$ cat src/inc/ecp_pkg.sv
package ecp_pkg;
  localparam int unsigned PWORD_W  = 8;
  localparam int unsigned FIFO_DEP = 16;
  localparam int unsigned FIFO_AW  = 4;
  localparam int unsigned CNT_W    = 5;
  // Register indices; byte address is four times the index
  localparam logic [10:0] IDX_DATA = 11'h000;
  localparam logic [10:0] IDX_DSR  = 11'h001;
  localparam logic [10:0] IDX_DCR  = 11'h002;
  localparam logic [10:0] IDX_FIFO = 11'h400;
  localparam logic [10:0] IDX_CFGB = 11'h401;
  localparam logic [10:0] IDX_ECR  = 11'h402;
  // Control register fields
  localparam int unsigned DCR_STROBE = 0;
  localparam int unsigned DCR_AUTOFD = 1;
  localparam int unsigned DCR_NINIT  = 2;
  localparam int unsigned DCR_SELIN  = 3;
  localparam int unsigned DCR_DIR    = 5;
  localparam logic [5:0]  DCR_RST    = 6'h00;
  // Extended control fields
  localparam int unsigned ECR_MODE_LSB = 5;
  localparam int unsigned ECR_ERRMASK  = 4;
  localparam int unsigned ECR_DMA_REQUEST_ENABLE    = 3;
  localparam int unsigned ECR_SVC      = 2;
  localparam logic        ERRMASK_RST  = 1'b1;
  localparam logic        SVC_RST      = 1'b1;
  localparam logic [7:0]  CAPABILITY_WORD_A_VAL    = 8'h10;
  localparam logic        CMP_SUPPORT  = 1'b0;
  localparam logic [7:0]  DATA_RST     = 8'h00;
  localparam logic [CNT_W-1:0] SVC_THRESH = 5'h08;
  localparam int unsigned RLE_ADDR_BIT = 7;
  // Compatibility strobe width and data setup
  localparam int unsigned CLK_NS   = 5;
  localparam int unsigned STB_NS   = 500;
  localparam int unsigned SETUP_NS = 500;
  localparam int unsigned STB_CYC  = (STB_NS + CLK_NS - 1) / CLK_NS;
  localparam int unsigned SET_CYC  = (SETUP_NS + CLK_NS - 1) / CLK_NS;
  localparam int unsigned TCNT_W   = 7;

  typedef enum logic [2:0] {
    MODE_SPP   = 3'b000,
    MODE_PS2   = 3'b001,
    MODE_COMPAT_FIFO_PORT = 3'b010,
    MODE_ECP   = 3'b011,
    MODE_EPP   = 3'b100,
    MODE_RSVD  = 3'b101,
    MODE_TEST  = 3'b110,
    MODE_CNFG  = 3'b111
  } ecp_mode_t;

  typedef enum logic [3:0] {
    ST_IDLE      = 4'b0000,
    ST_FWD_SETUP = 4'b0001,
    ST_FWD_STB   = 4'b0010,
    ST_FWD_REL   = 4'b0011,
    ST_REV_TURN  = 4'b0100,
    ST_FWD_TURN  = 4'b0101,
    ST_REV_REQ   = 4'b0110,
    ST_REV_ACK   = 4'b0111,
    ST_RLE_FILL  = 4'b1000
  } ecp_state_t;

  typedef struct packed {
    logic               tag;
    logic [PWORD_W-1:0] data;
  } ecp_word_t;

  typedef struct packed {
    logic [PWORD_W-1:0] pd;
    logic               nack;
    logic               busy;
    logic               perror;
    logic               select;
    logic               nfault;
  } ecp_pin_in_t;
endpackage

$ cat src/design/ecp_parallel_port_core.sv
// The APB register port and the register offsets are this design's own decisions.
`timescale 1ns/100ps
`default_nettype none
module ecp_parallel_port_core (
  // Clock and reset
  input  wire logic        i_clk,
  input  wire logic        i_rst_n,
  // APB slave
  input  wire logic        i_psel,
  input  wire logic        i_penable,
  input  wire logic        i_pwrite,
  input  wire logic [12:0] i_paddr,
  input  wire logic [31:0] i_pwdata,
  output logic      [31:0] o_prdata,
  output logic             o_pready,
  output logic             o_pslverr,
  // Configuration and system
  input  wire logic [2:0]  i_cfg_irq_sel,
  input  wire logic [2:0]  i_cfg_dma_sel,
  input  wire logic        i_irq_level,
  output logic             o_dma_req,
  output logic             o_periph_req_err,
  // Parallel port pins
  input  wire logic [7:0]  i_pd,
  output logic      [7:0]  o_pd,
  output logic             o_pd_oe_n,
  output logic             o_nstrobe,
  output logic             o_nautofd,
  output logic             o_ninit,
  output logic             o_nselectin,
  input  wire logic        i_nack,
  input  wire logic        i_busy,
  input  wire logic        i_perror,
  input  wire logic        i_select,
  input  wire logic        i_nfault
);

  ecp_pkg::ecp_pin_in_t  sync1_ff;
  ecp_pkg::ecp_pin_in_t  sync2_ff;
  ecp_pkg::ecp_mode_t    mode_ff;
  ecp_pkg::ecp_state_t   state_ff;
  ecp_pkg::ecp_word_t    mem [ecp_pkg::FIFO_DEP];
  ecp_pkg::ecp_word_t    out_word_ff;
  ecp_pkg::ecp_word_t    push_word;
  ecp_pkg::ecp_word_t    head_word;
  logic [7:0]                 data_ff;
  logic [5:0]                 dcr_ff;
  logic                       err_mask_ff;
  logic                       dma_en_ff;
  logic                       svc_ff;
  logic [ecp_pkg::FIFO_AW-1:0] wr_ptr_ff;
  logic [ecp_pkg::FIFO_AW-1:0] rd_ptr_ff;
  logic [ecp_pkg::CNT_W-1:0]   count_ff;
  logic [7:0]                 last_rd_ff;
  logic                       pready_ff;
  logic                       pslverr_ff;
  logic [31:0]                prdata_ff;
  logic [ecp_pkg::TCNT_W-1:0] tcnt_ff;
  logic                       rev_dir_ff;
  logic [6:0]                 rle_cnt_ff;
  logic                       rle_pend_ff;
  logic                       rle_go_ff;
  logic [7:0]                 rev_byte_ff;
  logic [7:0]                 pd_ff;
  logic                       pd_oe_n_ff;
  logic                       nstrobe_ff;
  logic                       nautofd_ff;
  logic                       ninit_ff;
  logic                       nselin_ff;
  logic [7:0]                 nxt_pd;
  logic                       nxt_pd_oe_n;
  logic                       nxt_nstrobe;
  logic                       nxt_nautofd;
  logic                       nxt_ninit;
  logic                       nxt_nselin;
  logic [10:0]                idx;
  logic                       setup;
  logic                       done;
  logic                       mapped;
  logic [7:0]                 rdval;
  logic                       wr_ok;
  logic                       rd_ok;
  logic                       full;
  logic                       empty;
  logic                       eff_dir;
  logic                       is_ecp;
  logic                       is_compat_fifo_port;
  logic                       fifo_mode;
  logic                       host_push;
  logic                       host_pop;
  logic                       eng_push;
  logic                       eng_pop;
  logic                       push;
  logic                       pop;
  logic                       flush;
  logic                       svc_set;
  logic                       rev_cmd;

  // Pins cross into the clock domain through two flops
  always_ff @(posedge i_clk) begin
    sync1_ff <= {i_pd, i_nack, i_busy, i_perror, i_select, i_nfault};
    sync2_ff <= sync1_ff;
  end

  assign is_ecp    = (mode_ff == ecp_pkg::MODE_ECP);
  assign is_compat_fifo_port  = (mode_ff == ecp_pkg::MODE_COMPAT_FIFO_PORT);
  assign fifo_mode = is_ecp | is_compat_fifo_port;
  // Modes 000 and 010 force the port to output
  assign eff_dir = ((mode_ff == ecp_pkg::MODE_SPP) | is_compat_fifo_port) ? 1'b0 : dcr_ff[ecp_pkg::DCR_DIR];
  assign full  = (count_ff == ecp_pkg::CNT_W'(ecp_pkg::FIFO_DEP));
  assign empty = (count_ff == '0);
  assign head_word = mem[rd_ptr_ff];

  // APB decode; one wait-free access phase after setup
  assign setup = i_psel & ~i_penable;
  assign done  = i_psel & i_penable & pready_ff;
  assign idx   = i_paddr[12:2];

  always_comb begin
    mapped = 1'b1;
    rdval  = 8'h00;
    case (idx)
      ecp_pkg::IDX_DATA: begin
        mapped = (mode_ff == ecp_pkg::MODE_SPP) | (mode_ff == ecp_pkg::MODE_PS2) | is_ecp;
        rdval  = is_ecp ? 8'h00 : sync2_ff.pd;
      end
      ecp_pkg::IDX_DSR: begin
        rdval = {~sync2_ff.busy, sync2_ff.nack, sync2_ff.perror,
                 sync2_ff.select, sync2_ff.nfault, 3'b000};
      end
      ecp_pkg::IDX_DCR: begin
        rdval = {2'b00, dcr_ff};
      end
      ecp_pkg::IDX_FIFO: begin
        mapped = fifo_mode | (mode_ff == ecp_pkg::MODE_TEST) | (mode_ff == ecp_pkg::MODE_CNFG);
        if (mode_ff == ecp_pkg::MODE_CNFG) begin
          rdval = ecp_pkg::CAPABILITY_WORD_A_VAL;
        end else begin
          rdval = empty ? last_rd_ff : head_word.data;
        end
      end
      ecp_pkg::IDX_CFGB: begin
        mapped = (mode_ff == ecp_pkg::MODE_CNFG);
        rdval  = {ecp_pkg::CMP_SUPPORT, i_irq_level, i_cfg_irq_sel, i_cfg_dma_sel};
      end
      ecp_pkg::IDX_ECR: begin
        rdval = {mode_ff, err_mask_ff, dma_en_ff, svc_ff, full, empty};
      end
      default: begin
        mapped = 1'b0;
      end
    endcase
  end

  always_ff @(posedge i_clk) begin
    if (!i_rst_n) begin
      pready_ff  <= 1'b0;
      pslverr_ff <= 1'b0;
      prdata_ff  <= 32'h0000_0000;
    end else if (setup) begin
      pready_ff  <= 1'b1;
      pslverr_ff <= ~mapped;
      prdata_ff  <= {24'h00_0000, rdval};
    end else if (done) begin
      pready_ff  <= 1'b0;
      pslverr_ff <= 1'b0;
    end
  end

  assign wr_ok = done & i_pwrite & mapped;
  assign rd_ok = done & ~i_pwrite & mapped;

  // Host side of the shared FIFO
  always_comb begin
    host_push = 1'b0;
    push_word = '0;
    if (wr_ok & ~full) begin
      if (idx == ecp_pkg::IDX_FIFO) begin
        host_push = is_compat_fifo_port | (is_ecp & ~eff_dir) | (mode_ff == ecp_pkg::MODE_TEST);
      end else if (idx == ecp_pkg::IDX_DATA) begin
        host_push = is_ecp & ~eff_dir;
        push_word.tag = 1'b1;
      end
    end
    push_word.data = host_push ? i_pwdata[7:0] : (rle_go_ff ? rev_byte_ff : sync2_ff.pd);
  end

  assign host_pop = rd_ok & ~empty & (idx == ecp_pkg::IDX_FIFO) &
                    ((is_ecp & eff_dir) | (mode_ff == ecp_pkg::MODE_TEST));
  assign flush = wr_ok & (idx == ecp_pkg::IDX_ECR) & (i_pwdata[7:6] == 2'b00);
  assign rev_cmd = ~sync2_ff.busy;

  // Engine side: a plain reverse data byte, or run-length fill
  assign eng_push = ((state_ff == ecp_pkg::ST_REV_REQ) & ~sync2_ff.nack & ~rev_cmd & ~rle_pend_ff)
                  | ((state_ff == ecp_pkg::ST_RLE_FILL) & ~full);
  assign eng_pop  = (state_ff == ecp_pkg::ST_IDLE) & ~empty & ~rev_dir_ff &
                    (is_compat_fifo_port | (is_ecp & ~eff_dir));
  assign push = host_push | eng_push;
  assign pop  = host_pop | eng_pop;

  // Single buffer behind every FIFO view, both directions
  always_ff @(posedge i_clk) begin
    if (push) begin
      mem[wr_ptr_ff] <= push_word;
    end
  end

  always_ff @(posedge i_clk) begin
    if (!i_rst_n || flush) begin
      wr_ptr_ff <= '0;
      rd_ptr_ff <= '0;
      count_ff  <= '0;
    end else begin
      if (push) begin
        wr_ptr_ff <= wr_ptr_ff + 1'b1;
      end
      if (pop) begin
        rd_ptr_ff <= rd_ptr_ff + 1'b1;
      end
      count_ff <= count_ff + ecp_pkg::CNT_W'(push) - ecp_pkg::CNT_W'(pop);
    end
  end

  // Empty test FIFO reads repeat the last byte
  always_ff @(posedge i_clk) begin
    if (!i_rst_n) begin
      last_rd_ff <= 8'h00;
    end else if (host_pop) begin
      last_rd_ff <= head_word.data;
    end
  end

  // Software registers
  always_ff @(posedge i_clk) begin
    if (!i_rst_n) begin
      data_ff <= ecp_pkg::DATA_RST;
      dcr_ff  <= ecp_pkg::DCR_RST;
    end else if (wr_ok) begin
      if (idx == ecp_pkg::IDX_DATA && !is_ecp) begin
        data_ff <= i_pwdata[7:0];
      end
      if (idx == ecp_pkg::IDX_DCR) begin
        dcr_ff <= i_pwdata[5:0];
      end
    end
  end

  // Threshold: eight free slots forward, eight held reverse
  assign svc_set = fifo_mode & ~dma_en_ff &
                   (eff_dir ? (count_ff >= ecp_pkg::SVC_THRESH) : (count_ff <= ecp_pkg::SVC_THRESH));

  always_ff @(posedge i_clk) begin
    if (!i_rst_n) begin
      mode_ff     <= ecp_pkg::MODE_SPP;
      err_mask_ff <= ecp_pkg::ERRMASK_RST;
      dma_en_ff   <= 1'b0;
      svc_ff      <= ecp_pkg::SVC_RST;
    end else begin
      if (wr_ok && idx == ecp_pkg::IDX_ECR) begin
        mode_ff     <= ecp_pkg::ecp_mode_t'(i_pwdata[ecp_pkg::ECR_MODE_LSB +: 3]);
        err_mask_ff <= i_pwdata[ecp_pkg::ECR_ERRMASK];
        dma_en_ff   <= i_pwdata[ecp_pkg::ECR_DMA_REQUEST_ENABLE];
      end
      // Hardware set beats a software clear in the same cycle
      if (svc_set) begin
        svc_ff <= 1'b1;
      end else if (wr_ok && idx == ecp_pkg::IDX_ECR) begin
        svc_ff <= i_pwdata[ecp_pkg::ECR_SVC];
      end
    end
  end

  // DMA request towards the host; no negotiation in hardware
  assign o_dma_req = fifo_mode & dma_en_ff & ~svc_ff & (eff_dir ? ~empty : ~full);
  // Peer hint only; direction stays under software control
  assign o_periph_req_err = is_ecp & ~rev_dir_ff & ~sync2_ff.nfault & ~err_mask_ff;

  // Transfer engine; turnaround only between bytes
  always_ff @(posedge i_clk) begin
    if (!i_rst_n || flush) begin
      state_ff    <= ecp_pkg::ST_IDLE;
      tcnt_ff     <= '0;
      out_word_ff <= '0;
      rev_dir_ff  <= 1'b0;
      rle_cnt_ff  <= 7'h00;
      rle_pend_ff <= 1'b0;
      rle_go_ff   <= 1'b0;
      rev_byte_ff <= 8'h00;
    end else if (!fifo_mode) begin
      state_ff <= ecp_pkg::ST_IDLE;
    end else begin
      case (state_ff)
        ecp_pkg::ST_IDLE: begin
          tcnt_ff <= '0;
          if (is_ecp && eff_dir != rev_dir_ff) begin
            state_ff <= eff_dir ? ecp_pkg::ST_REV_TURN : ecp_pkg::ST_FWD_TURN;
          end else if (eng_pop) begin
            out_word_ff <= head_word;
            state_ff    <= ecp_pkg::ST_FWD_SETUP;
          end else if (is_ecp && rev_dir_ff && !full) begin
            state_ff <= ecp_pkg::ST_REV_REQ;
          end
        end
        ecp_pkg::ST_FWD_SETUP: begin
          // Data settles before the strobe edge
          if (tcnt_ff != ecp_pkg::TCNT_W'(ecp_pkg::SET_CYC - 1)) begin
            tcnt_ff <= tcnt_ff + 1'b1;
          end else if (!sync2_ff.busy) begin
            tcnt_ff  <= '0;
            state_ff <= ecp_pkg::ST_FWD_STB;
          end
        end
        ecp_pkg::ST_FWD_STB: begin
          if (is_compat_fifo_port) begin
            tcnt_ff <= tcnt_ff + 1'b1;
            if (tcnt_ff == ecp_pkg::TCNT_W'(ecp_pkg::STB_CYC - 1)) begin
              state_ff <= ecp_pkg::ST_FWD_REL;
            end
          end else if (sync2_ff.busy) begin
            state_ff <= ecp_pkg::ST_FWD_REL;
          end
        end
        ecp_pkg::ST_FWD_REL: begin
          if (!sync2_ff.busy) begin
            state_ff <= ecp_pkg::ST_IDLE;
          end
        end
        ecp_pkg::ST_REV_TURN: begin
          if (!sync2_ff.perror) begin
            rev_dir_ff <= 1'b1;
            state_ff   <= ecp_pkg::ST_IDLE;
          end
        end
        ecp_pkg::ST_FWD_TURN: begin
          if (sync2_ff.perror) begin
            rev_dir_ff <= 1'b0;
            state_ff   <= ecp_pkg::ST_IDLE;
          end
        end
        ecp_pkg::ST_REV_REQ: begin
          if (!sync2_ff.nack) begin
            state_ff <= ecp_pkg::ST_REV_ACK;
            if (rev_cmd) begin
              // Channel addresses are dropped; counts arm the expander
              if (!sync2_ff.pd[ecp_pkg::RLE_ADDR_BIT]) begin
                rle_cnt_ff  <= sync2_ff.pd[6:0];
                rle_pend_ff <= 1'b1;
              end
            end else if (rle_pend_ff) begin
              rev_byte_ff <= sync2_ff.pd;
              rle_pend_ff <= 1'b0;
              rle_go_ff   <= 1'b1;
            end
          end else if (!eff_dir) begin
            // Turned forward with no byte offered; otherwise the engine waits forever
            state_ff <= ecp_pkg::ST_IDLE;
          end
        end
        ecp_pkg::ST_REV_ACK: begin
          if (sync2_ff.nack) begin
            state_ff <= rle_go_ff ? ecp_pkg::ST_RLE_FILL : ecp_pkg::ST_IDLE;
          end
        end
        ecp_pkg::ST_RLE_FILL: begin
          // Count n gives n+1 copies; stalls while the FIFO is full
          if (eng_push) begin
            rle_cnt_ff <= rle_cnt_ff - 1'b1;
            if (rle_cnt_ff == 7'h00) begin
              rle_go_ff <= 1'b0;
              state_ff  <= ecp_pkg::ST_IDLE;
            end
          end
        end
        default: begin
          state_ff <= ecp_pkg::ST_IDLE;
        end
      endcase
    end
  end

  // Pin values; legacy register view unless a FIFO mode owns the lines
  always_comb begin
    nxt_pd      = data_ff;
    nxt_pd_oe_n = eff_dir;
    nxt_nstrobe = ~dcr_ff[ecp_pkg::DCR_STROBE];
    nxt_nautofd = ~dcr_ff[ecp_pkg::DCR_AUTOFD];
    nxt_ninit   = dcr_ff[ecp_pkg::DCR_NINIT];
    nxt_nselin  = ~dcr_ff[ecp_pkg::DCR_SELIN];
    if (fifo_mode) begin
      nxt_pd      = out_word_ff.data;
      nxt_nstrobe = (state_ff != ecp_pkg::ST_FWD_STB);
    end
    if (is_ecp) begin
      nxt_nselin = 1'b1;
      nxt_ninit  = (state_ff == ecp_pkg::ST_FWD_TURN) |
                   ~(rev_dir_ff | (state_ff == ecp_pkg::ST_REV_TURN));
      // Data lines stay released until nAckReverse confirms forward
      nxt_pd_oe_n = eff_dir | rev_dir_ff | (state_ff == ecp_pkg::ST_REV_TURN);
      if (rev_dir_ff) begin
        nxt_nautofd = (state_ff != ecp_pkg::ST_REV_REQ);
      end else begin
        nxt_nautofd = ~out_word_ff.tag;
      end
    end
  end

  always_ff @(posedge i_clk) begin
    if (!i_rst_n) begin
      pd_ff      <= 8'h00;
      pd_oe_n_ff <= 1'b0;
      nstrobe_ff <= 1'b1;
      nautofd_ff <= 1'b1;
      ninit_ff   <= 1'b0;
      nselin_ff  <= 1'b1;
    end else begin
      pd_ff      <= nxt_pd;
      pd_oe_n_ff <= nxt_pd_oe_n;
      nstrobe_ff <= nxt_nstrobe;
      nautofd_ff <= nxt_nautofd;
      ninit_ff   <= nxt_ninit;
      nselin_ff  <= nxt_nselin;
    end
  end

  assign o_prdata    = prdata_ff;
  assign o_pready    = pready_ff;
  assign o_pslverr   = pslverr_ff;
  assign o_pd        = pd_ff;
  assign o_pd_oe_n   = pd_oe_n_ff;
  assign o_nstrobe   = nstrobe_ff;
  assign o_nautofd   = nautofd_ff;
  assign o_ninit     = ninit_ff;
  assign o_nselectin = nselin_ff;

endmodule
`default_nettype wire

$ cat config.mk
export PLATFORM = sky130hd
export DESIGN_NAME = ecp_parallel_port_core
export DESIGN_NICKNAME = d
export VERILOG_FILES = /design/src/inc/ecp_pkg.sv /design/src/design/ecp_parallel_port_core.sv
export SDC_FILE = /design/constraint.sdc
export NUM_CORES = 1
export LEC_CHECK = 0
export BUFFER_PORTS_ARGS = -buffer_cell sky130_fd_sc_hd__buf_2
export CAP_MARGIN = 20
export CORE_MARGIN = 10
export CORE_UTILIZATION = 40
export DETAILED_ROUTE_END_ITERATION = 7
export PLACE_DENSITY = 0.61
export SLEW_MARGIN = 10
export SYNTH_ARGS = -nofsm -noshare
export SYNTH_HDL_FRONTEND = slang
export SYNTH_SLANG_ARGS = --single-unit
$ cat constraint.sdc
create_clock -name i_clk -period 6.08 [get_ports i_clk]
set_input_delay 0.304 -clock i_clk [delete_from_list [all_inputs] [get_ports i_clk]]
set_output_delay 0.304 -clock i_clk [all_outputs]
set_load 0.01 [all_outputs]
=== Word level (Yosys, flattened, before mapping) ===
Memory sizes are Yosys's and may differ from the RTL's. A register that Yosys moved wholly into a read port is not among the register bits.
Cells that the tools add are included.

* Magnitude comparators: 2
* Muxes and demuxes: 68
* Eq/ne operators: 44
* Add/sub/neg operators: 6
* Reduce and logical (&&, ||, !) cells: 33
* Bitwise operators: 68

{| class="wikitable"
|+ Operator list
! cell !! number
|-
| 2-to-1 mux 4 bit || 19
|-
| 2-to-1 mux 7 bit || 7
|-
| 2-to-1 mux 8 bit || 6
|-
| case mux 8 bit (6 select lines) || 1
|-
| case mux 4 bit (9 select lines) || 1
|-
| == test 11 bit, second input constant || 3
|-
| AND 1 bit || 30
|-
| 2-to-1 mux 1 bit || 29
|-
| != test 2 bit, second input constant || 14
|-
| NOT 1 bit || 22
|-
| case mux 7 bit (3 select lines) || 1
|-
| == test 4 x 3 -> 1 bit, second input constant || 4
|-
| bitwise OR 1 bit || 16
|-
| AND reduction 4 bit || 4
|-
| case mux 7 bit (2 select lines) || 1
|-
| != test 3 bit, second input constant || 4
|-
| AND reduction 12 bit || 1
|-
| == test 11 x 1 -> 1 bit, second input constant || 1
|-
| == test 11 x 2 -> 1 bit, second input constant || 1
|-
| logical NOT 11 bit || 1
|-
| adder 4 x 1 -> 4 bit, second input constant || 2
|-
| == test 4 x 2 -> 1 bit, second input constant || 2
|-
| != test 4 x 2 -> 1 bit, second input constant || 2
|-
| adder 7 x 1 -> 7 bit, second input constant || 1
|-
| 34 further kinds || 48
|}

* RAM bits: 144
* Bits of input ports: 70
* Output and inout port bits: 49
* Register bits: 128
* Memories: 1
* Logic and storage cells: 262

{| class="wikitable"
|+ Memories
! memory !! depth !! bits a word !! read ports !! clocked after memory_dff !! write ports !! RTL line !! source
|-
| mem || 16 || 9 || 1 || 1 || 1 || ecp_parallel_port_core.sv:42 || <nowiki>ecp_pkg::ecp_word_t mem [ecp_pkg::FIFO_DEP];</nowiki>
|}

=== Logic depth before layout (Yosys ltp) ===
Gate-level depths: netlist of run 1.

* Word-level depth: 12
* Gate-level depth with buffers: 16
* Depth with buffers taken out: 15

=== Least setup slack after synthesis of run 1 ===
OpenSTA, ideal clock, no wires.

* Path type: input-to-reg
* From: input i_paddr[4]
* To: register count_ff[4] (netlist name)
* Stages on the path: 14
* Buffers on the path: 1
* Setup slack: 3.138 ns
* Arrival time: 2.825 ns
* Setup time: 0.117 ns
* Required time: 5.963 ns
* Cells stage by stage: or4_4 -> nor4_4 -> and4_1 -> buf_4 -> nor2_1 -> ha_1 -> inv_1 -> ha_1 -> fa_1 -> a21oi_1 -> nor2_1 -> nor2_1 -> xnor2_1 -> nor2_1

* Cells in the longest elaborated chain, start to end: 9
* Elaborated cells between the ends (all ways): 24
* Those cells by class: add/sub: 2; eq/ne: 5; mux: 4; bitwise: 10; reduce/logical: 3

{| class="wikitable"
|+ RTL lines
! what !! RTL line !! source
|-
| start: declaration || ecp_parallel_port_core.sv:12 || <nowiki>input wire logic [12:0] i_paddr,</nowiki>
|-
| == test 11 x 2 -> 1 bit, or another cell as far along || ecp_parallel_port_core.sv:122 || <nowiki>case (idx)</nowiki>
|-
| OR reduction 3 bit (no source line) || -- ||
|-
| case mux 1 bit (4 select lines) || ecp_parallel_port_core.sv:122 ||
|-
| AND 1 bit, on equally long branches || ecp_parallel_port_core.sv:170, ecp_parallel_port_core.sv:171 ||
|-
| AND 1 bit, on equally long branches || ecp_parallel_port_core.sv:177, ecp_parallel_port_core.sv:188 ||
|-
| 2-to-1 mux 1 bit or AND 1 bit (tied branches) || ecp_parallel_port_core.sv:177, ecp_parallel_port_core.sv:188 ||
|-
| bitwise OR 1 bit or AND 1 bit (tied branches) || ecp_parallel_port_core.sv:198, ecp_parallel_port_core.sv:188 ||
|-
| adder 5 x 1 -> 5 bit or bitwise OR 1 bit (tied branches) || ecp_parallel_port_core.sv:220, ecp_parallel_port_core.sv:199 ||
|-
| subtractor 5 x 1 -> 5 bit || ecp_parallel_port_core.sv:220 || <nowiki>count_ff <= count_ff + ecp_pkg::CNT_W'(push) - ecp_pkg::CNT_W'(pop);</nowiki>
|-
| end signal: assignment || ecp_parallel_port_core.sv:220 ||
|-
| end: declaration || ecp_parallel_port_core.sv:53 || <nowiki>logic [ecp_pkg::CNT_W-1:0] count_ff;</nowiki>
|}

Parallel ways exist; a longest one is shown, timed or not.
A chain may end at the register's enable or synchronous reset.

=== Final worst setup path of run 1 ===
* From: register state_ff[0]
* To: register count_ff[4] (netlist name)

* Cells in the longest elaborated chain, start to end: 8
* Elaborated cells between the ends (all ways): 15
* Those cells by class: add/sub: 2; eq/ne: 2; bitwise: 10; reduce/logical: 1

{| class="wikitable"
|+ RTL lines
! what !! RTL line !! source
|-
| start: declaration || ecp_parallel_port_core.sv:41 || <nowiki>ecp_pkg::ecp_state_t state_ff;</nowiki>
|-
| start signal: assignment || ecp_parallel_port_core.sv:281 || <nowiki>state_ff <= ecp_pkg::ST_IDLE;</nowiki>
|-
| start signal: assignment || ecp_parallel_port_core.sv:290 || <nowiki>state_ff <= ecp_pkg::ST_IDLE;</nowiki>
|-
| start signal: assignment || ecp_parallel_port_core.sv:296 || <nowiki>state_ff <= eff_dir ? ecp_pkg::ST_REV_TURN : ecp_pkg::ST_FWD_TURN;</nowiki>
|-
| == test 4 x 3 -> 1 bit || ecp_parallel_port_core.sv:194 || <nowiki>assign eng_push = ((state_ff == ecp_pkg::ST_REV_REQ) & ~sync2_ff.nack & ~rev_cmd & ~rle_pend_ff)</nowiki>
|-
| AND 1 bit (3 in series) || ecp_parallel_port_core.sv:194 ||
|-
| bitwise OR 1 bit || ecp_parallel_port_core.sv:195 || <nowiki>| ((state_ff == ecp_pkg::ST_RLE_FILL) & ~full);</nowiki>
|-
| bitwise OR 1 bit || ecp_parallel_port_core.sv:198 || <nowiki>assign push = host_push | eng_push;</nowiki>
|-
| adder 5 x 1 -> 5 bit || ecp_parallel_port_core.sv:220 ||
|-
| subtractor 5 x 1 -> 5 bit (*) || ecp_parallel_port_core.sv:220 ||
|}

Every way passes the cells marked *; elsewhere a longest branch is shown, timed or not.

==> impl_metrics.prom, run 1 <==
# TYPE chip_impl_metric gauge
chip_impl_metric{name="placementRows",unit=""} 63
chip_impl_metric{name="postCtsSetupBuffers",unit=""} 0
chip_impl_metric{name="die_w",unit="um"} 193.1
chip_impl_metric{name="antenna_found_initial",unit=""} 0
chip_impl_metric{name="io_pins",unit=""} 119
chip_impl_metric{name="buffer_ports.inserted",unit=""} 68
chip_impl_metric{name="power.total",unit="mW"} 3.835
chip_impl_metric{name="die_y",unit="um"} 193.1
chip_impl_metric{name="wirelength",unit="um"} 29310
chip_impl_info{name="final_common_cell",value="edfxtp_1"} 1
chip_impl_metric{name="worstHoldPathCells",unit=""} 2
chip_impl_metric{name="synth-edff-count",unit=""} 144
chip_impl_info{name="worst_hold_path_type",value="in -> reg"} 1
chip_impl_metric{name="grt_pass1_wl",unit="um"} 44260
chip_impl_metric{name="synth_adder_area_share",unit="%"} 1.942
chip_impl_metric{name="ys_async_sr_fraction",unit="%"} 0
chip_impl_info{name="synth_top_family_by_area",value="simple AND/OR/NAND/NOR gates"} 1
chip_impl_metric{name="post-route-drc-count",unit=""} 0
chip_impl_metric{name="synth-simple-area-share",unit="%"} 13.84
chip_impl_metric{name="synth_compound_gate_area_share",unit="%"} 10.14
chip_impl_metric{name="worst_slew_margin_rel",unit="%"} 29.83
chip_impl_metric{name="cts.htree.levels",unit=""} 1
chip_impl_metric{name="finalClockSkew",unit="ns"} 0.02053
chip_impl_metric{name="timing_worst_slew_pin_value",unit="ns"} 1.049
chip_impl_metric{name="design_area",unit="um2"} 13730
chip_impl_info{name="critPathLaunchType",value="flop"} 1
chip_impl_metric{name="critPathBufInv",unit=""} 1
chip_impl_info{name="status",value="completed"} 1
chip_impl_metric{name="nFillCells",unit=""} 2672
chip_impl_metric{name="post_synth_xor_area_fraction",unit="%"} 0.8038
chip_impl_metric{name="syn_inst",unit=""} 971
chip_impl_metric{name="timing.max_cap.violations",unit=""} 0
chip_impl_metric{name="clock.fmax",unit="MHz"} 290.5
chip_impl_metric{name="setup_tns",unit="ns"} 0
chip_impl_info{name="synth_ff_type",value="edfxtp_1"} 1
chip_impl_metric{name="final_hold_viol_count",unit=""} 0
chip_impl_metric{name="floorplan.initialDensity",unit="%"} 40.44
chip_impl_metric{name="leakagePower",unit="nW"} 4.847
chip_impl_metric{name="ff2ff_path_depth",unit=""} 13
chip_impl_metric{name="timing.final.crit_share",unit="%"} 56.62
chip_impl_metric{name="setup_viol",unit=""} 0
chip_impl_metric{name="cts.path.max_buffers",unit=""} 3
chip_impl_metric{name="floorplan.die_area",unit="um2"} 37290
chip_impl_metric{name="count_of_yosys_warnings_during_synthesis",unit=""} 0
chip_impl_metric{name="flow.area_growth_from_synthesis",unit="%"} 14.58
chip_impl_metric{name="peakVddDrop",unit="uV"} 186.0
chip_impl_metric{name="netlist_area",unit="um2"} 11990
chip_impl_info{name="critical-path-top-cell-by-count",value="nor2_1"} 1
chip_impl_info{name="crit_slowest_cell",value="or4b_1"} 1
chip_impl_metric{name="path_clk_slew",unit="ns"} 0.06
chip_impl_metric{name="grt_start_max_net_pins",unit=""} 37
chip_impl_metric{name="power_density",unit="nW/um2"} 279.3
chip_impl_metric{name="detail_route.wl_per_cell",unit="um"} 20.13
chip_impl_info{name="clock_tree_from_tritoncts",value="yes"} 1
chip_impl_info{name="layout_common_cells",value="144 x edfxtp_1, 131 x dfxtp_1, 84 x nor2_1"} 1
chip_impl_info{name="cp_top_family",value="simple AND/OR/NAND/NOR gates"} 1
chip_impl_info{name="worstSetupEndpointType",value="flop"} 1
chip_impl_info{name="timing.setup.critical_path_class",value="reg -> reg"} 1
chip_impl_metric{name="vias",unit=""} 8077
chip_impl_metric{name="ff_latch_count_synth",unit=""} 276
chip_impl_metric{name="detailed_place_hpwl",unit="um"} 20870
chip_impl_metric{name="synth_cell_type_count",unit=""} 82
chip_impl_metric{name="crit_path_max_incr_delay",unit="ns"} 0.81
chip_impl_metric{name="grt_remaining_overflow",unit=""} 0
chip_impl_metric{name="dpl_cell_area",unit="um2"} 12600
chip_impl_metric{name="first_global_vias",unit=""} 7662
chip_impl_metric{name="post_route_cells_drive_above_1_share",unit="%"} 18.29
chip_impl_metric{name="grt_util_all_layers",unit="%"} 15.17
chip_impl_metric{name="cp_data_required_time",unit="ns"} 6.51
chip_impl_metric{name="timing.critical_path.fanout_max",unit=""} 18
chip_impl_metric{name="synth.avg_cell_area",unit="um2"} 12.34
chip_impl_metric{name="drv_slew",unit=""} 0
chip_impl_info{name="worstPathCellList",value="or4b_1 > nor2_1 > a31o_2 > nor2_1 > ha_1 > inv_1 > ha_1 > fa_1 > a21oi_1 > nor2_1 > nor2_1 > xnor2_1 > nor2_1"} 1
chip_impl_metric{name="cts_hold_buf",unit=""} 13
chip_impl_metric{name="numCtsBuffers",unit=""} 28
chip_impl_metric{name="final.min_clock_period",unit="ns"} 3.443
chip_impl_metric{name="tritoncts_num_sinks",unit=""} 276
chip_impl_metric{name="viasPerCell",unit=""} 5.547
chip_impl_metric{name="post_cts_resize_count",unit=""} 0
chip_impl_metric{name="detailedRoute.firstPassIterationCount",unit=""} 5
chip_impl_metric{name="route.antenna.remaining_nets",unit=""} 0
chip_impl_info{name="unrepaired_setup_endpoints_after_global_routing",value="no"} 1
chip_impl_metric{name="fp.coreArea",unit="um2"} 29640
chip_impl_metric{name="drt_iter0_drc",unit=""} 809
chip_impl_metric{name="cp.depth",unit=""} 13
chip_impl_metric{name="clock_latency",unit="ns"} 0.56
chip_impl_metric{name="multiplexer_fraction_of_the_synthesized_cell_area",unit="%"} 11.00
chip_impl_metric{name="num-nets-final",unit=""} 1132
chip_impl_metric{name="place.gp.congestion",unit=""} 0.9635
chip_impl_metric{name="diodes",unit=""} 0
chip_impl_metric{name="seq_area_frac_synth",unit="%"} 58.12
chip_impl_info{name="clock_root_cell",value="clkbuf_16"} 1
chip_impl_metric{name="arrival",unit="ns"} 3.87
-- kinds of logic (layout without fill, tap and decap cells) --
group                    after synthesis  after routing
AND/OR/NAND/NOR                      300            300
flip-flops                           276            276
AO/OA/AOI/OAI                        184            184
buffers and inverters                 98            170
multiplexers                          83             83
adder cells (fa/ha/maj)               18             18
XOR/XNOR                              11             11
other                                  1             24
-- through the flow --
step                setup slack, ns  hold slack (ns)  util [%]  std cells
floorplan                     3.138           0.3096         -        994
global placement              2.603           0.3125     42.46       1386
detailed placement            2.606           0.3121     42.52       1388
CTS                           2.657         0.001060     46.25       1453
global route                  2.357          0.01587     46.34       1456
finish                        2.637          0.02217     46.34       1456
-- registers in the layout, indices dropped and copies added (netlist names), 3 cells and up, named ones only --
register,count
data_ff,8
last_rd_ff,8
wr_ptr_ff,4
o_prdata,8
o_pd,8
rev_byte_ff,8
dcr_ff,6
tcnt_ff,7
sync1_ff,13
out_word_ff,9
mode_ff,3
rd_ptr_ff,4
sync2_ff,13
state_ff,4
mem,144
rle_cnt_ff,7
count_ff,5
-- layout make-up --
type | instances | area (um2) | share of cell area, %
Tap cell | 390 | 488.0 | 3.553
Inverter | 26 | 97.59 | 0.7106
Multi-Input combinational cell | 620 | 4651 | 33.86
Timing Repair Buffer | 92 | 553.0 | 4.027
Clock inverter | 17 | 176.4 | 1.285
Clock buffer | 35 | 800.8 | 5.830
Sequential cell | 276 | 6968 | 50.73
-- synthesized netlist by cell type (17+ instances only) --
| library cell | number | area share, % |
|---|---|---|
| nor3_1 | 17 | 0.71 |
| nand3_1 | 29 | 1.2 |
| buf_4 | 28 | 1.8 |
| clkbuf_1 | 22 | 0.69 |
| mux4_2 | 39 | 7.3 |
| nand2_1 | 72 | 2.3 |
| edfxtp_1 | 144 | 36 |
| nor2_1 | 84 | 2.6 |
| ha_1 | 17 | 1.8 |
| a21oi_1 | 57 | 2.4 |
| inv_1 | 25 | 0.78 |
| mux2i_1 | 44 | 3.7 |
| dfxtp_1 | 132 | 22 |
| buf_2 | 17 | 0.71 |
| o21ai_0 | 25 | 1.0 |
| a22oi_1 | 17 | 1.1 |
-- worst paths after layout --
path           startpoint           end  slack, ns
min reg2reg  sync1_ff[12]  sync2_ff[12]       0.33
min             i_penable      o_pready       0.02
max reg2reg   state_ff[0]   count_ff[4]       2.64
max           state_ff[0]   count_ff[4]       2.64
-- layer usage --
metal / vias up / track usage (%) / share of wire (%)
met3: 59 / 2.608 / 8.1
met5: - / 0 / 0
met4: 0 / 4.852 / 2.8
li1: 3770 / - / -
met1: 3920 / 19.63 / 41
met2: 328 / 25.39 / 48
-- report_power, final --
part	internal (mW)	switching (mW)
Combinational	0.0301	0.0632
Sequential	1.96	0.0121
Clock	1.03	0.735
Power figures use the tool's default switching activity.
==> run 2: changes to the inputs <==
ABC_AREA = 1   (was unset)
PLACE_DENSITY = 0.63   (was 0.61)
clock period = 3 ns   (was 6.08 ns; I/O delays follow)
==> run 2 against run 1 <==
Against the previous run:
- sequential share of layout area is 2.3 points lower
- cell area is 4.8% higher
- critical path depth is 8 higher
- largest power group unchanged
- first-iteration DRC count is 23% higher
- hold slack better by 0.056 ns
- clock skew is 0.0034 ns higher
- combinational power is 100% higher
==> impl_metrics.prom, run 2 <==
# TYPE chip_impl_metric gauge
chip_impl_info{name="status",value="completed"} 1
chip_impl_metric{name="timing.hold.ws",unit="ns"} 0.07859
chip_impl_metric{name="timing_worst_slew_pin_value",unit="ns"} 0.9542
chip_impl_metric{name="fp.coreArea",unit="um2"} 30430
chip_impl_metric{name="wirelength",unit="um"} 32190
chip_impl_metric{name="grt_pass1_wl",unit="um"} 51030
chip_impl_metric{name="post_synth_xor_area_fraction",unit="%"} 0.5714
chip_impl_metric{name="nFillCells",unit=""} 2904
chip_impl_metric{name="cts.htree.levels",unit=""} 1
chip_impl_metric{name="viasPerCell",unit=""} 5.073
chip_impl_metric{name="timing.max_cap.violations",unit=""} 0
chip_impl_metric{name="cts.path.max_buffers",unit=""} 3
chip_impl_metric{name="final_hold_viol_count",unit=""} 0
chip_impl_info{name="synth.cells.most_frequent",value="261 x nand2_1, 200 x nor2_1, 144 x edfxtp_1, 132 x dfxtp_1, 121 x o21ai_0"} 1
chip_impl_metric{name="count_of_yosys_warnings_during_synthesis",unit=""} 0
chip_impl_metric{name="buffer_ports.inserted",unit=""} 68
chip_impl_metric{name="post-route-drc-count",unit=""} 0
chip_impl_metric{name="first_global_vias",unit=""} 9311
chip_impl_metric{name="post_route_cells_drive_above_1_share",unit="%"} 15.21
chip_impl_metric{name="timing.final.crit_share",unit="%"} 93.41
chip_impl_metric{name="syn_inst",unit=""} 1376
chip_impl_metric{name="synth_cell_type_count",unit=""} 52
chip_impl_metric{name="power.total",unit="mW"} 7.885
chip_impl_info{name="final_common_cell",value="nand2_1"} 1
chip_impl_metric{name="floorplan.die_area",unit="um2"} 38060
chip_impl_metric{name="route.antenna.remaining_nets",unit=""} 0
chip_impl_metric{name="path_clk_slew",unit="ns"} 0.06
chip_impl_metric{name="num-nets-final",unit=""} 1590
chip_impl_metric{name="leakagePower",unit="nW"} 5.542
chip_impl_metric{name="synth-edff-count",unit=""} 144
chip_impl_info{name="worstSetupEndpointType",value="flop"} 1
chip_impl_metric{name="setup_tns",unit="ns"} 0
chip_impl_metric{name="timing.critical_path.fanout_max",unit=""} 4
chip_impl_metric{name="clock.fmax",unit="MHz"} 356.9
chip_impl_metric{name="clock_latency",unit="ns"} 0.58
chip_impl_metric{name="floorplan.initialDensity",unit="%"} 40.30
chip_impl_metric{name="tritoncts_num_sinks",unit=""} 276
chip_impl_metric{name="final.min_clock_period",unit="ns"} 2.802
chip_impl_info{name="layout_top_registers",value="mem (144), sync1_ff (13), sync2_ff (13)"} 1
chip_impl_metric{name="synth_compound_gate_area_share",unit="%"} 10.59
chip_impl_metric{name="placementRows",unit=""} 64
chip_impl_metric{name="seq_area_frac_synth",unit="%"} 56.82
chip_impl_info{name="top_register",value="mem"} 1
chip_impl_metric{name="arrival",unit="ns"} 3.29
chip_impl_metric{name="largest_reg_flops",unit=""} 144
chip_impl_metric{name="peakVddDrop",unit="uV"} 528.3
chip_impl_metric{name="die_y",unit="um"} 195.1
chip_impl_info{name="layout_common_cells",value="259 x nand2_1, 199 x nor2_1, 144 x edfxtp_1"} 1
chip_impl_info{name="clock_tree_from_tritoncts",value="yes"} 1
chip_impl_metric{name="grt_util_all_layers",unit="%"} 16.31
chip_impl_metric{name="ff_latch_count_synth",unit=""} 276
chip_impl_metric{name="detail_route.wl_per_cell",unit="um"} 16.76
chip_impl_metric{name="detailed_place_hpwl",unit="um"} 22050
chip_impl_metric{name="drv_slew",unit=""} 0
chip_impl_info{name="synthMostInstantiatedCell",value="nand2_1"} 1
chip_impl_metric{name="synth_adder_area_share",unit="%"} 1.898
chip_impl_info{name="synth_ff_type",value="edfxtp_1"} 1
chip_impl_metric{name="place.gp.congestion",unit=""} 0.9119
chip_impl_info{name="timing.setup.critical_path_class",value="reg -> reg"} 1
chip_impl_metric{name="detailedRoute.firstPassIterationCount",unit=""} 5
chip_impl_metric{name="flow.area_growth_from_synthesis",unit="%"} 17.44
chip_impl_metric{name="synth-simple-area-share",unit="%"} 22.48
chip_impl_info{name="yosys.area.top_type",value="edfxtp_1"} 1
chip_impl_metric{name="antenna_found_initial",unit=""} 0
chip_impl_metric{name="io_pins",unit=""} 119
chip_impl_info{name="critPathLaunchType",value="flop"} 1
chip_impl_metric{name="post-synth-top-area-fraction",unit="%"} 35.27
chip_impl_info{name="clock_root_cell",value="clkbuf_16"} 1
chip_impl_metric{name="grt_remaining_overflow",unit=""} 0
chip_impl_info{name="worst_hold_path_type",value="in -> reg"} 1
chip_impl_metric{name="diodes",unit=""} 0
chip_impl_metric{name="worst_slew_margin_rel",unit="%"} 36.32
chip_impl_metric{name="final.setup.worst_slack",unit="ns"} 0.1978
chip_impl_metric{name="power_density",unit="nW/um2"} 547.5
chip_impl_metric{name="netlist_area",unit="um2"} 12260
chip_impl_metric{name="vias",unit=""} 9745
chip_impl_metric{name="cp_data_required_time",unit="ns"} 3.48
chip_impl_metric{name="die_w",unit="um"} 195.1
chip_impl_metric{name="setup_viol",unit=""} 0
chip_impl_info{name="synth_top_family_by_area",value="simple AND/OR/NAND/NOR gates"} 1
chip_impl_metric{name="synth.avg_cell_area",unit="um2"} 8.911
chip_impl_metric{name="numCtsBuffers",unit=""} 30
chip_impl_metric{name="grt_start_max_net_pins",unit=""} 57
chip_impl_metric{name="multiplexer_fraction_of_the_synthesized_cell_area",unit="%"} 0.1837
chip_impl_metric{name="drt_iter0_drc",unit=""} 992
chip_impl_metric{name="ys_async_sr_fraction",unit="%"} 0
chip_impl_metric{name="pre_cts_ws",unit="ns"} -0.05021
chip_impl_info{name="ys_top_cells_by_area",value="edfxtp_1 35%, dfxtp_1 22%, nand2_1 8.0%"} 1
chip_impl_metric{name="finalClockSkew",unit="ns"} 0.02395
==> run 2: cell families (layout without fill, tap and decap cells) <==
family,Yosys count,in the layout
flops,276,276
other cells,1,24
buf+inv,197,323
xor+xnor,8,8
fa+ha+maj,18,18
compound gates,240,240
simple gates,634,634
mux,2,2
==> run 2: per-layer routing <==
| layer | up-vias | global-route usage (%) | share of wire, % |
|---|---|---|---|
| met5 | - | 0 | 0 |
| met1 | 4566 | 22.43 | 45 |
| li1 | 4785 | - | - |
| met3 | 82 | 2.724 | 6.7 |
| met2 | 312 | 25.57 | 45 |
| met4 | 0 | 5.373 | 3.4 |
==> run 2: per-stage QoR <==
stage | instances | util, % | area (um2)
2_1_floorplan | 1399 | - | 12350
3_3_place_gp | 1839 | 43.10 | 13120
3_5_place_dp | 1839 | 43.10 | 13120
4_1_cts | 1919 | 47.18 | 14360
5_1_grt | 1921 | 47.32 | 14400
6_report | 1921 | 47.32 | 14400
==> run 2: layout make-up <==
class                      instances  area, um2  share of cell area (%)
sequential                       276       6975                   48.44
multi-input combinational        926       4489                   31.18
timing repair buffer             145      982.2                   6.821
clock buffer                      44      855.8                   5.943
tap                              396      495.5                   3.441
inverter                         123      462.9                   3.215
clock inverter                    11      138.9                  0.9645
==> run 2: critical path, stage by stage, from the launching register on <==
cell and delay, ns:
dfxtp_1 0.38, inv_1 0.10, nor2_2 0.14, nand2_2 0.10, inv_2 0.09, nand2_4 0.07
nor2_4 0.08, nand2_1 0.07, nand2_2 0.07, inv_2 0.07, nand2_8 0.06, inv_1 0.04
ha_1 0.26, inv_1 0.04, ha_1 0.20, fa_2 0.35, nand2_1 0.08, nand2_1 0.06
a21oi_2 0.15, xor2_1 0.15, inv_1 0.05, nor2_1 0.11
==> run 2: where the power goes <==
group | switching, mW | internal, mW
registers | 0.0139 | 3.98
clock network | 1.54 | 2.16
logic | 0.124 | 0.0662
==> run 2: worst paths after layout <==
path                                       start           to  slack [ns]  cells after the start
worst min-delay path            i_cfg_irq_sel[1]  o_prdata[4]        0.08                      7
worst max register to register       state_ff[1]  count_ff[4]        0.20                     21
worst min register to register       sync1_ff[0]  sync2_ff[0]        0.32                      0
worst max-delay path                 state_ff[1]  count_ff[4]        0.20                     21
==> run 2: what timing repair did <==
action / CTS / global route
hold buffers: 24 / 0
buffers inserted: 1 / 2
gates resized for setup: 0 / 11
endpoints found under the hold margin: 36 / 0
setup endpoints to repair: 1 / 1
pin swaps: 0 / 1
